<file path="config.mk">
export PLATFORM = sky130hd
export DESIGN_NAME = fsq_selfprog_sequencer
export DESIGN_NICKNAME = d
export VERILOG_FILES = /design/src/pkg/fsq_pkg.sv /design/src/pkg/fsq_cfg_if.sv /design/src/design/fsq_cfg_store.sv /design/src/design/fsq_iap_sequencer.sv
export VERILOG_INCLUDE_DIRS = /design/src /design/src/pkg
export SDC_FILE = /design/constraint.sdc
export NUM_CORES = 1
export LEC_CHECK = 0
export BUFFER_PORTS_ARGS = -buffer_cell sky130_fd_sc_hd__buf_4
export CAP_MARGIN = 20
export CORE_MARGIN = 5
export CORE_UTILIZATION = 40
export DETAILED_ROUTE_END_ITERATION = 8
export SYNTH_ARGS = -nofsm -noshare
export SYNTH_HDL_FRONTEND = slang
export SYNTH_HIERARCHICAL = 1
export SYNTH_SLANG_ARGS = --single-unit
export TNS_END_PERCENT = 100
</file>
<file path="constraint.sdc">
create_clock -name CLK -period 6.3 [get_ports CLK]
set_clock_uncertainty 0.2 [all_clocks]
set_input_delay 0.945 -clock CLK [delete_from_list [all_inputs] [get_ports CLK]]
set_output_delay 0.945 -clock CLK [all_outputs]
set_load 0.03 [all_outputs]
</file>
<file path="src/pkg/fsq_consts.svh">
// register addresses, keys, command codes, qualifiers and field positions
`ifndef FSQ_CONSTS_SVH
`define FSQ_CONSTS_SVH
`define FSQ_A_KEY1     8'h97
`define FSQ_A_KEY2     8'hc4
`define FSQ_A_CMD      8'hb2
`define FSQ_A_CONF     8'hb1
`define FSQ_A_ALO      8'hb4
`define FSQ_A_AHI      8'hb5
`define FSQ_A_DATA     8'hb6
`define FSQ_A_STAT     8'hb7
`define FSQ_KEY1_VAL   8'ha2
`define FSQ_KEY2_VAL   8'hdf
`define FSQ_DKEY       8'h55
`define FSQ_C_CHIP     7'h01
`define FSQ_C_SECURE   7'h03
`define FSQ_C_DISABLE  7'h05
`define FSQ_C_MODE     7'h08
`define FSQ_C_SETVEC   7'h09
`define FSQ_C_SECT     7'h0b
`define FSQ_C_VERIFY   7'h0c
`define FSQ_C_PART0    7'h0d
`define FSQ_C_PROG     7'h0e
`define FSQ_AH_SEC0    8'h90
`define FSQ_AH_SEC4    8'h94
`define FSQ_AH_DIS0    8'hb0
`define FSQ_AH_DIS3    8'hb3
`define FSQ_AH_CLKDBL  8'he0
`define FSQ_AH_BUSER   8'he1
`define FSQ_AH_BZERO   8'he2
`define FSQ_AH_SETVEC  8'hf0
`define FSQ_CONF_EN    6
`define FSQ_STAT_BUSY  0
`define FSQ_STAT_REF   1
`define FSQ_REG_RST    8'h00
`define FSQ_LOCK_RST   5'h1f
`define FSQ_SECT_MASK  16'hff80
`endif

</file>
<file path="src/pkg/fsq_pkg.sv">
// types shared by the flash command sequencer
package fsq_pkg;
  typedef enum logic [4:0] {
    ST_IDLE  = 5'h01,
    ST_KEY1  = 5'h02,
    ST_KEY2  = 5'h04,
    ST_FLASH = 5'h08,
    ST_CFG   = 5'h10
  } fsq_state_t;
  typedef enum logic [2:0] {
    FOP_NONE  = 3'h0,
    FOP_CHIP  = 3'h1,
    FOP_PART0 = 3'h2,
    FOP_SECT  = 3'h3,
    FOP_PROG  = 3'h4,
    FOP_READ  = 3'h5
  } fsq_flop_t;
  typedef enum logic [3:0] {
    CMD_NONE = 4'h0, CMD_CHIP = 4'h1, CMD_PART0 = 4'h2, CMD_SECT = 4'h3,
    CMD_PROG = 4'h4, CMD_VERIFY = 4'h5, CMD_SECURE = 4'h6, CMD_DISABLE = 4'h7,
    CMD_CLKDBL = 4'h8, CMD_BUSER = 4'h9, CMD_BZERO = 4'ha, CMD_SETVEC = 4'hb
  } fsq_cmd_t;
  typedef enum logic [1:0] {
    BOOT_DEF  = 2'h0,
    BOOT_USER = 2'h1,
    BOOT_ZERO = 2'h2
  } fsq_boot_t;
endpackage : fsq_pkg

</file>
<file path="src/pkg/fsq_cfg_if.sv">
// link between the sequencer and the configuration store
`timescale 1ns/1ns
interface fsq_cfg_if;
  import fsq_pkg::*;
  logic        apply;
  fsq_cmd_t    cmd;
  logic [7:0]  addr_high;
  logic [7:0]  data;
  logic [4:0]  lock_n;
  logic [3:0]  ext_dis;
  logic        clk6;
  fsq_boot_t   boot;
  logic [15:0] boot_addr;
  modport seq (output apply, cmd, addr_high, data,
               input lock_n, ext_dis, clk6, boot, boot_addr);
  modport store (input apply, cmd, addr_high, data,
                 output lock_n, ext_dis, clk6, boot, boot_addr);
endinterface : fsq_cfg_if

</file>
<file path="src/design/fsq_cfg_store.sv">
// page locks, host disables, clock mode and boot selection
`timescale 1ns/1ns
`include "fsq_consts.svh"
module fsq_cfg_store #(
  parameter logic [15:0] DEFAULT_VECTOR = 16'h4000
) (
  input wire logic CLK,
  input wire logic SRST,
  fsq_cfg_if.store cfg
);
  import fsq_pkg::*;

  logic [4:0]  lock_n_q;
  logic [3:0]  dis_q;
  logic        clk6_q;
  fsq_boot_t   boot_q;
  logic [7:0]  vec_q;
  logic [15:0] baddr_q;
  logic [7:0]  sec_off;
  logic [7:0]  dis_off;

  assign sec_off = cfg.addr_high - `FSQ_AH_SEC0;
  assign dis_off = cfg.addr_high - `FSQ_AH_DIS0;

  // reset stands for the factory state of the stored bits
  always_ff @(posedge CLK)
  begin
    if (SRST)
      lock_n_q <= `FSQ_LOCK_RST;
    else if (cfg.apply)
      case (cfg.cmd)
        CMD_CHIP:   lock_n_q <= `FSQ_LOCK_RST;
        CMD_PART0:  lock_n_q[3:0] <= 4'hf;
        CMD_SECURE: lock_n_q[sec_off[2:0]] <= 1'b0;
        default:    ;
      endcase
  end

  always_ff @(posedge CLK)
  begin
    if (SRST)
    begin
      dis_q  <= 4'h0;
      clk6_q <= 1'b0;
      boot_q <= BOOT_DEF;
      vec_q  <= 8'h00;
    end
    else if (cfg.apply)
      case (cfg.cmd)
        CMD_CHIP:
        begin
          dis_q  <= 4'h0;
          boot_q <= BOOT_DEF;
          vec_q  <= 8'h00;
        end
        CMD_DISABLE: dis_q[dis_off[1:0]] <= 1'b1;
        CMD_CLKDBL:  clk6_q <= 1'b1;
        CMD_BUSER:   boot_q <= BOOT_USER;
        CMD_BZERO:   boot_q <= BOOT_ZERO;
        CMD_SETVEC:  vec_q <= cfg.data;
        default:     ;
      endcase
  end

  // one cycle behind the selection, so the fetch path sees a clean register
  always_ff @(posedge CLK)
  begin
    if (SRST)
      baddr_q <= DEFAULT_VECTOR;
    else if (boot_q == BOOT_USER)
      baddr_q <= {vec_q, 8'h00};
    else if (boot_q == BOOT_ZERO)
      baddr_q <= 16'h0000;
    else
      baddr_q <= DEFAULT_VECTOR;
  end

  assign cfg.lock_n    = lock_n_q;
  assign cfg.ext_dis   = dis_q;
  assign cfg.clk6      = clk6_q;
  assign cfg.boot      = boot_q;
  assign cfg.boot_addr = baddr_q;
endmodule : fsq_cfg_store

</file>
<file path="src/design/fsq_iap_sequencer.sv">
// self-programming command sequencer for the on-chip program flash
//
// Contract
// - keys and command come back to back; any other write voids the feed
// - operations start only on a command write in self-programming mode
// - a command without a valid feed is ignored; only the refused status bit is set
// - commands are ignored until the enable bit 6 of configuration is set
// - the cpu is held while an operation runs and released when done
// - sector erase, program and verify refused on a locked page
// - code 01h with data 55h erases both partitions, only with the pin low
// - chip erase ignores locks, clears locks, host disables and boot vector
// - after chip erase boot goes to the default vector
// - code 0dh with 55h erases partition 0 and unlocks pages 0 to 3
// - code 0bh erases the 128-byte sector named by the address registers
// - code 0eh programs the data register value at the address registers
// - code 0ch reads the addressed byte back into the data register
// - code 03h with 90h to 94h locks page 0 to 4, one page each
// - lock bits leave the factory unlocked and only move towards locked, except on chip or partition 0 erase
// - code 08h with e0h selects six clocks per machine cycle
// - code 05h with b0h to b3h disables one external host function each
// - code 08h with e1h boots from user vector, e2h from address zero
// - code 09h with f0h stores the data register as the user boot vector
`timescale 1ns/1ns
`include "fsq_consts.svh"
module fsq_selfprog_sequencer #(
  parameter int PRIMARY_BYTES = 16384
) (
  input  wire logic              CLK,
  input  wire logic              SRST,
  input  wire logic [7:0]        SFR_ADDR,
  input  wire logic              SFR_WR,
  input  wire logic [7:0]        SFR_WDATA,
  output logic [7:0]             SFR_RDATA,
  input  wire logic              EXTERNAL_ACCESS_PIN_N,
  output logic                   CPU_HOLD,
  output logic                   FL_REQ,
  output fsq_pkg::fsq_flop_t     FL_OP,
  output logic [15:0]            FL_ADDR,
  output logic [7:0]             FL_WDATA,
  input  wire logic              FL_DONE,
  input  wire logic [7:0]        FL_RDATA,
  output logic [4:0]             PAGE_LOCK_N,
  output logic [3:0]             EXT_DISABLE,
  output logic                   CLOCK_DOUBLE,
  output fsq_pkg::fsq_boot_t     BOOT_MODE,
  output logic [15:0]            BOOT_ADDR
);
  import fsq_pkg::*;

  localparam int PAGE_SHIFT = $clog2(PRIMARY_BYTES) - 2;

  fsq_state_t  state_q;
  logic [7:0]  cmd_q;
  logic [7:0]  data_q;
  logic [7:0]  ahi_q;
  logic [7:0]  alo_q;
  logic [7:0]  conf_q;
  logic [7:0]  rdata_q;
  logic        ea_n_m;
  logic        ea_n_s;
  logic        hold_q;
  logic        req_q;
  logic        refused_q;
  fsq_flop_t   op_q;
  logic [15:0] fladdr_q;
  logic [7:0]  flwdata_q;
  fsq_cmd_t    kind_q;
  logic        apply_q;
  fsq_cmd_t    apply_cmd_q;
  fsq_cmd_t    new_cmd;
  logic [15:0] addr;
  logic        wr_cmd;
  logic        key1_ok;
  logic        key2_ok;
  logic        locked;
  logic        needs_lock;
  logic        is_flash;
  logic        accept;
  logic        go;
  logic        op_end;

  fsq_cfg_if cfg ();

  fsq_cfg_store #(
    .DEFAULT_VECTOR (16'(PRIMARY_BYTES))
  ) u_store (
    .CLK  (CLK),
    .SRST (SRST),
    .cfg  (cfg)
  );

  function automatic logic [2:0] page_of(input logic [15:0] a);
    if (32'(a) >= 32'(PRIMARY_BYTES))
      page_of = 3'h4;
    else
      page_of = 3'(a >> PAGE_SHIFT);
  endfunction : page_of

  // erase, lock, disable, mode and vector codes count only with their exact qualifier; 0bh, 0ch and 0eh take none; everything else is no command
  function automatic fsq_cmd_t decode(input logic [6:0] c, input logic [7:0] d,
                                      input logic [7:0] h);
    decode = CMD_NONE;
    case (c)
      `FSQ_C_CHIP:    if (d == `FSQ_DKEY) decode = CMD_CHIP;
      `FSQ_C_PART0:   if (d == `FSQ_DKEY) decode = CMD_PART0;
      `FSQ_C_SECT:    decode = CMD_SECT;
      `FSQ_C_PROG:    decode = CMD_PROG;
      `FSQ_C_VERIFY:  decode = CMD_VERIFY;
      `FSQ_C_SECURE:  if (h >= `FSQ_AH_SEC0 && h <= `FSQ_AH_SEC4) decode = CMD_SECURE;
      `FSQ_C_DISABLE: if (h >= `FSQ_AH_DIS0 && h <= `FSQ_AH_DIS3) decode = CMD_DISABLE;
      `FSQ_C_MODE:
        if (h == `FSQ_AH_CLKDBL)
          decode = CMD_CLKDBL;
        else if (h == `FSQ_AH_BUSER)
          decode = CMD_BUSER;
        else if (h == `FSQ_AH_BZERO)
          decode = CMD_BZERO;
      `FSQ_C_SETVEC:  if (h == `FSQ_AH_SETVEC) decode = CMD_SETVEC;
      default:        decode = CMD_NONE;
    endcase
  endfunction : decode

  assign addr       = {ahi_q, alo_q};
  assign wr_cmd     = SFR_WR && SFR_ADDR == `FSQ_A_CMD;
  assign key1_ok    = SFR_WR && SFR_ADDR == `FSQ_A_KEY1 && SFR_WDATA == `FSQ_KEY1_VAL;
  assign key2_ok    = SFR_WR && SFR_ADDR == `FSQ_A_KEY2 && SFR_WDATA == `FSQ_KEY2_VAL;
  assign new_cmd    = decode(SFR_WDATA[6:0], data_q, ahi_q);
  assign locked     = !cfg.lock_n[page_of(addr)];
  assign needs_lock = new_cmd == CMD_SECT || new_cmd == CMD_PROG || new_cmd == CMD_VERIFY;
  assign is_flash   = new_cmd == CMD_CHIP || new_cmd == CMD_PART0 || needs_lock;
  assign accept     = conf_q[`FSQ_CONF_EN]
                      && new_cmd != CMD_NONE
                      && !(needs_lock && locked)
                      && !(new_cmd == CMD_CHIP && ea_n_s);
  assign go         = state_q == ST_KEY2 && wr_cmd && accept;
  assign op_end     = state_q == ST_FLASH && FL_DONE;

  // pin crosses in from the board, so two stages before anything reads it
  always_ff @(posedge CLK)
  begin
    if (SRST)
    begin
      ea_n_m <= 1'b1;
      ea_n_s <= 1'b1;
    end
    else
    begin
      ea_n_m <= EXTERNAL_ACCESS_PIN_N;
      ea_n_s <= ea_n_m;
    end
  end

  // a stray write of any kind between the steps voids the feed
  always_ff @(posedge CLK)
  begin
    if (SRST)
      state_q <= ST_IDLE;
    else
      case (state_q)
        ST_IDLE:
          if (key1_ok)
            state_q <= ST_KEY1;
        ST_KEY1:
          if (key2_ok)
            state_q <= ST_KEY2;
          else if (SFR_WR)
            state_q <= key1_ok ? ST_KEY1 : ST_IDLE;
        ST_KEY2:
          if (go)
            state_q <= is_flash ? ST_FLASH : ST_CFG;
          else if (SFR_WR)
            state_q <= key1_ok ? ST_KEY1 : ST_IDLE;
        ST_FLASH:
          if (FL_DONE)
            state_q <= ST_IDLE;
        ST_CFG:
          state_q <= ST_IDLE;
        default:
          state_q <= ST_IDLE;
      endcase
  end

  always_ff @(posedge CLK)
  begin
    if (SRST)
      hold_q <= 1'b0;
    else if (go)
      hold_q <= 1'b1;
    else if (op_end || state_q == ST_CFG)
      hold_q <= 1'b0;
  end

  always_ff @(posedge CLK)
  begin
    if (SRST)
    begin
      req_q     <= 1'b0;
      op_q      <= FOP_NONE;
      fladdr_q  <= 16'h0000;
      flwdata_q <= 8'h00;
      kind_q    <= CMD_NONE;
    end
    else
    begin
      req_q <= go && is_flash;
      if (go)
        kind_q <= new_cmd;
      if (go && is_flash)
      begin
        flwdata_q <= data_q;
        fladdr_q  <= addr;
        case (new_cmd)
          CMD_CHIP:  op_q <= FOP_CHIP;
          CMD_PART0: op_q <= FOP_PART0;
          CMD_SECT:
          begin
            op_q     <= FOP_SECT;
            fladdr_q <= addr & `FSQ_SECT_MASK;
          end
          CMD_PROG:  op_q <= FOP_PROG;
          default:   op_q <= FOP_READ;
        endcase
      end
    end
  end

  // erases that touch config commit once the array reports completion
  always_ff @(posedge CLK)
  begin
    if (SRST)
    begin
      apply_q     <= 1'b0;
      apply_cmd_q <= CMD_NONE;
    end
    else
    begin
      apply_q     <= (go && !is_flash)
                     || (op_end && (kind_q == CMD_CHIP || kind_q == CMD_PART0));
      apply_cmd_q <= go ? new_cmd : kind_q;
    end
  end

  always_ff @(posedge CLK)
  begin
    if (SRST)
    begin
      cmd_q  <= `FSQ_REG_RST;
      ahi_q  <= `FSQ_REG_RST;
      alo_q  <= `FSQ_REG_RST;
      conf_q <= `FSQ_REG_RST;
    end
    else if (SFR_WR)
    begin
      if (SFR_ADDR == `FSQ_A_CMD)
        cmd_q <= SFR_WDATA;
      if (SFR_ADDR == `FSQ_A_AHI)
        ahi_q <= SFR_WDATA;
      if (SFR_ADDR == `FSQ_A_ALO)
        alo_q <= SFR_WDATA;
      if (SFR_ADDR == `FSQ_A_CONF)
        conf_q <= SFR_WDATA;
    end
  end

  // the verify result wins over a software write landing in the same cycle
  always_ff @(posedge CLK)
  begin
    if (SRST)
      data_q <= `FSQ_REG_RST;
    else if (op_end && kind_q == CMD_VERIFY)
      data_q <= FL_RDATA;
    else if (SFR_WR && SFR_ADDR == `FSQ_A_DATA)
      data_q <= SFR_WDATA;
  end

  always_ff @(posedge CLK)
  begin
    if (SRST)
      refused_q <= 1'b0;
    else if (wr_cmd)
      refused_q <= !go;
  end

  // keys are write-only; unmapped addresses read zero
  always_ff @(posedge CLK)
  begin
    if (SRST)
      rdata_q <= 8'h00;
    else
      case (SFR_ADDR)
        `FSQ_A_CMD:  rdata_q <= cmd_q;
        `FSQ_A_DATA: rdata_q <= data_q;
        `FSQ_A_AHI:  rdata_q <= ahi_q;
        `FSQ_A_ALO:  rdata_q <= alo_q;
        `FSQ_A_CONF: rdata_q <= conf_q;
        `FSQ_A_STAT: rdata_q <= {6'h00, refused_q, hold_q};
        default:     rdata_q <= 8'h00;
      endcase
  end

  assign cfg.apply     = apply_q;
  assign cfg.cmd       = apply_cmd_q;
  assign cfg.addr_high = ahi_q;
  assign cfg.data      = data_q;

  assign SFR_RDATA    = rdata_q;
  assign CPU_HOLD     = hold_q;
  assign FL_REQ       = req_q;
  assign FL_OP        = op_q;
  assign FL_ADDR      = fladdr_q;
  assign FL_WDATA     = flwdata_q;
  assign PAGE_LOCK_N  = cfg.lock_n;
  assign EXT_DISABLE  = cfg.ext_dis;
  assign CLOCK_DOUBLE = cfg.clk6;
  assign BOOT_MODE    = cfg.boot;
  assign BOOT_ADDR    = cfg.boot_addr;
endmodule : fsq_selfprog_sequencer

</file>
==> results of run 1 <==
## critical path: cells and delay by family
family	cells	cell delay, ns
AOI/OAI and AO/OA	4	1.54
buffers and inverters	1	0.12
and+or+nand+nor	3	0.98
## Yosys cell counts (7+ instances only)
cell type	instances	area (sq um)
dfxtp_1	118	2362
nor2_1	79	296.5
mux2i_1	63	630.6
nand2_1	48	180.2
a21oi_1	41	205.2
nand3_1	36	180.2
clkbuf_1	22	82.58
o21ai_0	15	75.07
and2_1	13	81.33
nand4_1	12	75.07
a211oi_1	11	82.58
buf_4	11	82.58
inv_1	11	41.29
nor2b_1	10	62.56
nor3_1	8	40.04
o22ai_1	8	50.05
nand2b_1	7	43.79
nor3b_1	7	52.55
## how the worst max path moves through the flow
stage | from | endpoint | slack (ns) | depth (start not counted)
6_report | SFR_ADDR[3] | FL_OP[0] | 2.82 | 8
5_1_grt | SFR_WDATA[4] | FL_OP[0] | 2.56 | 8
4_1_cts | SFR_ADDR[3] | FL_OP[0] | 2.85 | 8
3_5_place_dp | SFR_ADDR[3] | FL_OP[0] | 2.43 | 8
3_3_place_gp | SFR_ADDR[3] | FL_OP[0] | 2.50 | 8
2_1_floorplan | SFR_WDATA[5] | FL_ADDR[7] | 3.02 | 8
## metal layers
metal	share of wire (%)	wire, um	track usage (%)
met5	0	0	0
met4	1.8	272	7.003
met3	6.7	1005	5.676
met2	46	6949	29.86
met1	45	6795	24.25
## cell families (layout without fill, tap and decap cells)
group / count (synthesis) / in the layout / share of synthesized area (%)
compound gates: 109 / 109 / 13.18
xor+xnor: 4 / 4 / 0.6387
buf+inv: 55 / 132 / 5.017
simple gates: 266 / 266 / 26.13
flops: 118 / 118 / 43.06
other cells: 1 / 8 / 0.06835
mux: 64 / 64 / 11.90
## final cells by class
cell class | count | area share, %
clock buffer | 24 | 7.444
multi-input combinational | 451 | 42.66
inverter | 12 | 0.6683
sequential | 118 | 35.05
tap | 176 | 3.267
timing repair buffer | 89 | 9.876
clock inverter | 7 | 1.040
## per-stage QoR
stage                     std cells  power (mW)  instance area [sq um]  utilization (%)  setup WS, ns
after floorplan                 624      0.8081                   5513                -         3.024
after global placement          845      0.8318                   6163            46.18         2.497
after detailed placement        846      0.8327                   6168            46.21         2.428
after CTS                       877       1.746                   6740            50.50         2.854
after global routing            877       1.786                   6740            50.50         2.562
final                           877       1.727                   6740            50.50         2.820
## sequential cells by signal (all words and copies together) (netlist names)
register	count
refused_q	1
FL_ADDR	16
ea_n_m	1
u_store/vec_q	8
FL_WDATA	8
alo_q	8
apply_cmd_q	4
u_store/cfg.lock_n	5
u_store/cfg.ext_dis	4
apply_q	1
cmd_q	8
FL_REQ	1
CPU_HOLD	1
u_store/cfg.boot_addr	8
u_store/cfg.boot	2
FL_OP	3
cfg.data	8
conf_q	8
state_q	5
ea_n_s	1
u_store/cfg.clk6	1
ahi_q	8
SFR_RDATA	8
## power by group through the flow
stage	logic, mW	registers (mW)	clock network [mW]
finish	0.0693	0.749	0.908
global route	0.0741	0.748	0.964
CTS	0.0684	0.749	0.928
detailed placement	0.0684	0.764	0
global placement	0.0675	0.764	0
floorplan	0.0441	0.764	0
==> reports/metrics.yaml, run 1 <==
holdPathEnd: "u_store/cfg.boot_addr[10]"
min_from: "u_store/vec_q[2]"
core.rowCount: 42
drive_gt1_share_pct: 20.40
remaining_drc_errors: 0
nets: 718
r2r-end: "FL_ADDR[12]"
critPathCaptureType: "flip-flop"
p_int_mw: 1.359
max_cap_violations: 0
antenna_cells: 0
hold_violations: 0
seq_area_frac_synth_pct: 43.06
slew_headroom_pct: 27.76
wire_per_inst_um: 17.13
drv_slew: 0
clock_power_share_pct: 52.6
p_seq_share_pct: 43.4
r2r_setup_slack_ns: 2.91
rsz0062_at_grt: "false"
dieArea_sq_um: 16160
drtIter0Drc: 338
synth_area_sq_um: 5487
syn_inst: 617
async_flop_share_pct: 0
via_per_inst: 5.502
cts_buffers: 17
final.period_utilization_pct: 55.23
cp_cell_sequence: "buf_4 -> nor3b_2 -> nand3_1 -> or4_1 -> a211o_1 -> a221oi_4 -> o211ai_1 -> o211a_1"
hold_path_class: "reg2reg"
worstHoldPathCells: 1
power_switching_share_pct: 21.28
power.density_nw_per_um2: 256.2
dr_total_vias: 4825
cts_hold_buffers: 0
cts_buffer_depth: 2
yosys_warnings: 6
cts_max_level: 4
final_common_cell: "dfxtp_1"
max_stage_delay_ns: 0.83
critical_path_peak_fanout: 19
ff2ff_path_depth: 7
portBuffers: 85
setup_violations: 0
grtUsageTotal_pct: 18.82
cp_slowest_cell: "a221oi_4"
clock-root-buffer: "clkbuf_16"
tightest_slew_ns: 1.084
cts_num_sinks: 118
drt-pass1-iter-count: 5
worstReg2RegStart: "ahi_q[1]"
grt_pass1_wl_mm: 24.12
fin_crit_ns: 3.480
avgSynthCellArea_sq_um: 8.892
globalRouteOverflowTotal: 0
outcome: "finished, final reports clean"
mostFrequentLayoutCells: "dfxtp_1 (118), buf_4 (88), nor2_1 (79), mux2i_1 (63), nand2_1 (48)"
drtAntennaViolNets: 0
place_congestion: 0.8735
dp_hpwl_mm: 10.66
crit_type: "in2reg"
tns_ns: 0
crit_arrival_ns: 3.59
cts_tree: "built"
hold_ws_ns: 0.2497
coreArea_sq_um: 13350
register_area_sq_um: 2362
fill_cells: 1308
grt_pass1_vias: 4620
p_comb_share_pct: 4.0
power_leakage_nw: 2.609
start_util_pct: 41.10
synth-seq-cells: 118
synth_edf_count: 0
dieHeight_um: 127.1
cts_resized: 0
postCtsSetupBuffers: 0
wl_mm: 15.02
synthFlopType: "dfxtp_1"
multi_input_area_sq_um: 2875
clk-insertion-delay-late_ns: 0.42
antenna_found_initial: 0
vdd_drop_max_mv: 0.1808
cts.clk_slew.worst_paths_ns: 0.05
die_x_um: 127.1
synthDistinctLibCells: 70
p_switching_mw: 0.3675
grt_max_degree: 88
cp-start-kind: "primary input"
synthToLayoutAreaGrowth_pct: 22.85
clock.fmax_mhz: 287.4
cp.required_ns: 6.41
pin_count: 94
No activity file was read; power rests on OpenSTA's default activity.
==> inputs of run 2 (changes only) <==
- ABC_AREA: unset -> 1
- clock period: 6.3 -> 3.55 ns (I/O delays scaled with it)
==> run 2 against run 1 <==
Net effect:
- wire length up 12%
- via count up 15%
- clock power rose by 87%
- global-route usage grew 2.0 points
- worst setup slack worse by 1.8 ns
- die area rose by 2.9%
- core utilization is 0.055 points lower
- clock-buffer cell count down 1
- first-iteration DRC count increased by 49%
- sequential cell count unchanged
- sequential share of layout area down 1.3 points
- largest power group unchanged
- critical endpoint is now FL_OP[1]
==> reports/metrics.yaml, run 2 <==
synth_edf_count: 0
clock.fmax_mhz: 399.0
crit_arrival_ns: 2.62
fin_crit_ns: 2.506
postCtsSetupBuffers: 0
grt_pass1_wl_mm: 27.00
pin_count: 94
dr_total_vias: 5526
placed_area_sq_um: 6417
outcome: "finished, final reports clean"
cts_max_level: 4
drtIter0Drc: 503
synth-seq-cells: 118
antenna_cells: 0
die_x_um: 129.0
register_area_sq_um: 2362
hold_path_class: "in2reg"
clock-root-buffer: "clkbuf_16"
cts_buffer_depth: 2
p_comb_share_pct: 4.3
yosys_warnings: 6
critical_path_peak_fanout: 19
cp.required_ns: 3.66
cts_buffers: 17
netlist.area_leader.share_pct: 41.73
cts_resized: 0
critPathCaptureType: "flip-flop"
async_flop_share_pct: 0
ff2ff_path_depth: 12
globalRouteOverflowTotal: 0
max_cap_violations: 0
drtAntennaViolNets: 0
fin_util_pct: 50.44
cts_hold_buffers: 0
fin_area_sq_um: 7002
power.density_nw_per_um2: 453.1
wire_per_inst_um: 15.71
crit_type: "reg2reg"
dp_hpwl_mm: 12.16
synthTopCellsByArea: "dfxtp_1 (42%), nor2_1 (7.6%), nand2_1 (7.5%), a21oi_1 (6.1%), inv_1 (5.8%)"
syn_inst: 791
final.period_utilization_pct: 70.60
start_util_pct: 40.78
remaining_drc_errors: 0
power_mw: 3.172
setup_violations: 0
seq_area_frac_synth_pct: 41.73
grt_max_degree: 61
synth_area_sq_um: 5660
cts_num_sinks: 118
drt-pass1-iter-count: 5
synthFlopType: "dfxtp_1"
drv_slew: 0
dieHeight_um: 129.0
wl_mm: 16.76
clock_power_share_pct: 53.7
fill_cells: 1444
cts.clk_slew.worst_paths_ns: 0.05
via_per_inst: 5.179
cp-start-kind: "flip-flop"
final_common_cell: "dfxtp_1"
yosysTopAreaCell: "dfxtp_1"
tns_ns: 0
nets: 905
synthDistinctLibCells: 43
multi_input_area_sq_um: 2716
hold_violations: 0
coreArea_sq_um: 13880
r2r_setup_slack_ns: 1.04
rsz0062_at_grt: "false"
p_seq_share_pct: 42.0
place_congestion: 0.8642
slew_headroom_pct: 51.14
synthToLayoutAreaGrowth_pct: 23.70
worstHoldPathCells: 2
yosysMostFrequentCell: "dfxtp_1"
p_switching_mw: 0.7072
grt_pass1_vias: 5122
avgSynthCellArea_sq_um: 7.156
largest_register_ff_count: 16
vdd_drop_max_mv: 0.3060
antenna_found_initial: 0
power_switching_share_pct: 22.29
grtUsageTotal_pct: 20.78
cts_tree: "built"
p_int_mw: 2.465
tightest_slew_ns: 0.7253
mostFrequentLayoutCells: "dfxtp_1 (118), nor2_1 (115), nand2_1 (113), buf_4 (97), inv_1 (88)"
synthTopCellsByCount: "dfxtp_1 (118), nor2_1 (115), nand2_1 (113)"
drive_gt1_share_pct: 20.29
power_leakage_nw: 2.911
clk-insertion-delay-late_ns: 0.42
dieArea_sq_um: 16630
core.rowCount: 43
portBuffers: 85
-- run 2: metal layers --
layer	up-vias	wire, um	share of wire (%)	track usage (%)
met3	36	1088	6.5	4.898
met2	197	7761	46	32.77
met5	-	0	0	0
met4	0	350	2.1	7.536
met1	2516	7562	45	27.79
li1	2777	-	-	-
-- run 2: layout make-up --
cell class / instances / area share, %
multi-input cells: 541 / 38.80
well taps: 180 / 3.217
inverters: 101 / 5.504
clock inverters: 7 / 1.376
clock buffers: 23 / 6.969
repair buffers: 97 / 10.40
flip-flops and latches: 118 / 33.74
-- run 2: power by group through the flow --
stage / registers [mW] / clock network [mW] / logic (mW)
2_1_floorplan: 1.36 / 0 / 0.0843
5_1_grt: 1.33 / 1.80 / 0.149
4_1_cts: 1.33 / 1.73 / 0.136
3_5_place_dp: 1.36 / 0 / 0.135
3_3_place_gp: 1.36 / 0 / 0.136
6_report: 1.33 / 1.70 / 0.138
-- run 2: cell families (layout without fill, tap and decap cells) --
family,count (synthesis),in the layout,share of synthesized area [%]
other,1,8,0.06625
AO/OA/AOI/OAI,161,161,15.72
buffers and inverters,139,228,10.74
AND/OR/NAND/NOR,372,372,31.74
flip-flops,118,118,41.73
-- run 2: critical path, cell delays in order (launching register included) --
cell and delay, ns:
dfxtp_1 0.63, nand2_1 0.13, o21ai_0 0.20, nand3_1 0.15
nand3_1 0.14, nor2_1 0.10, nand3_2 0.11, nand4_2 0.10
nor2_2 0.11, buf_4 0.24, inv_2 0.12, nor2_1 0.12
nor2_1 0.05
-- run 2: path summary, 6_finish.rpt --
check | start | end
worst max-delay path | ahi_q[0] | FL_OP[1]
worst min-delay path | EXTERNAL_ACCESS_PIN_N | ea_n_m
worst min register to register | u_store/vec_q[7] | u_store/cfg.boot_addr[15]
worst max register to register | ahi_q[0] | FL_OP[1]
-- run 2: metrics by stage --
step           setup WS [ns]  hold slack (ns)  instances
3_3_place_gp          0.7691           0.2045       1037
4_1_cts                1.070          0.09002       1067
3_5_place_dp          0.7090           0.1950       1037
5_1_grt               0.7198           0.1015       1067
2_1_floorplan          1.288           0.1895        798
6_report               1.044          0.09847       1067
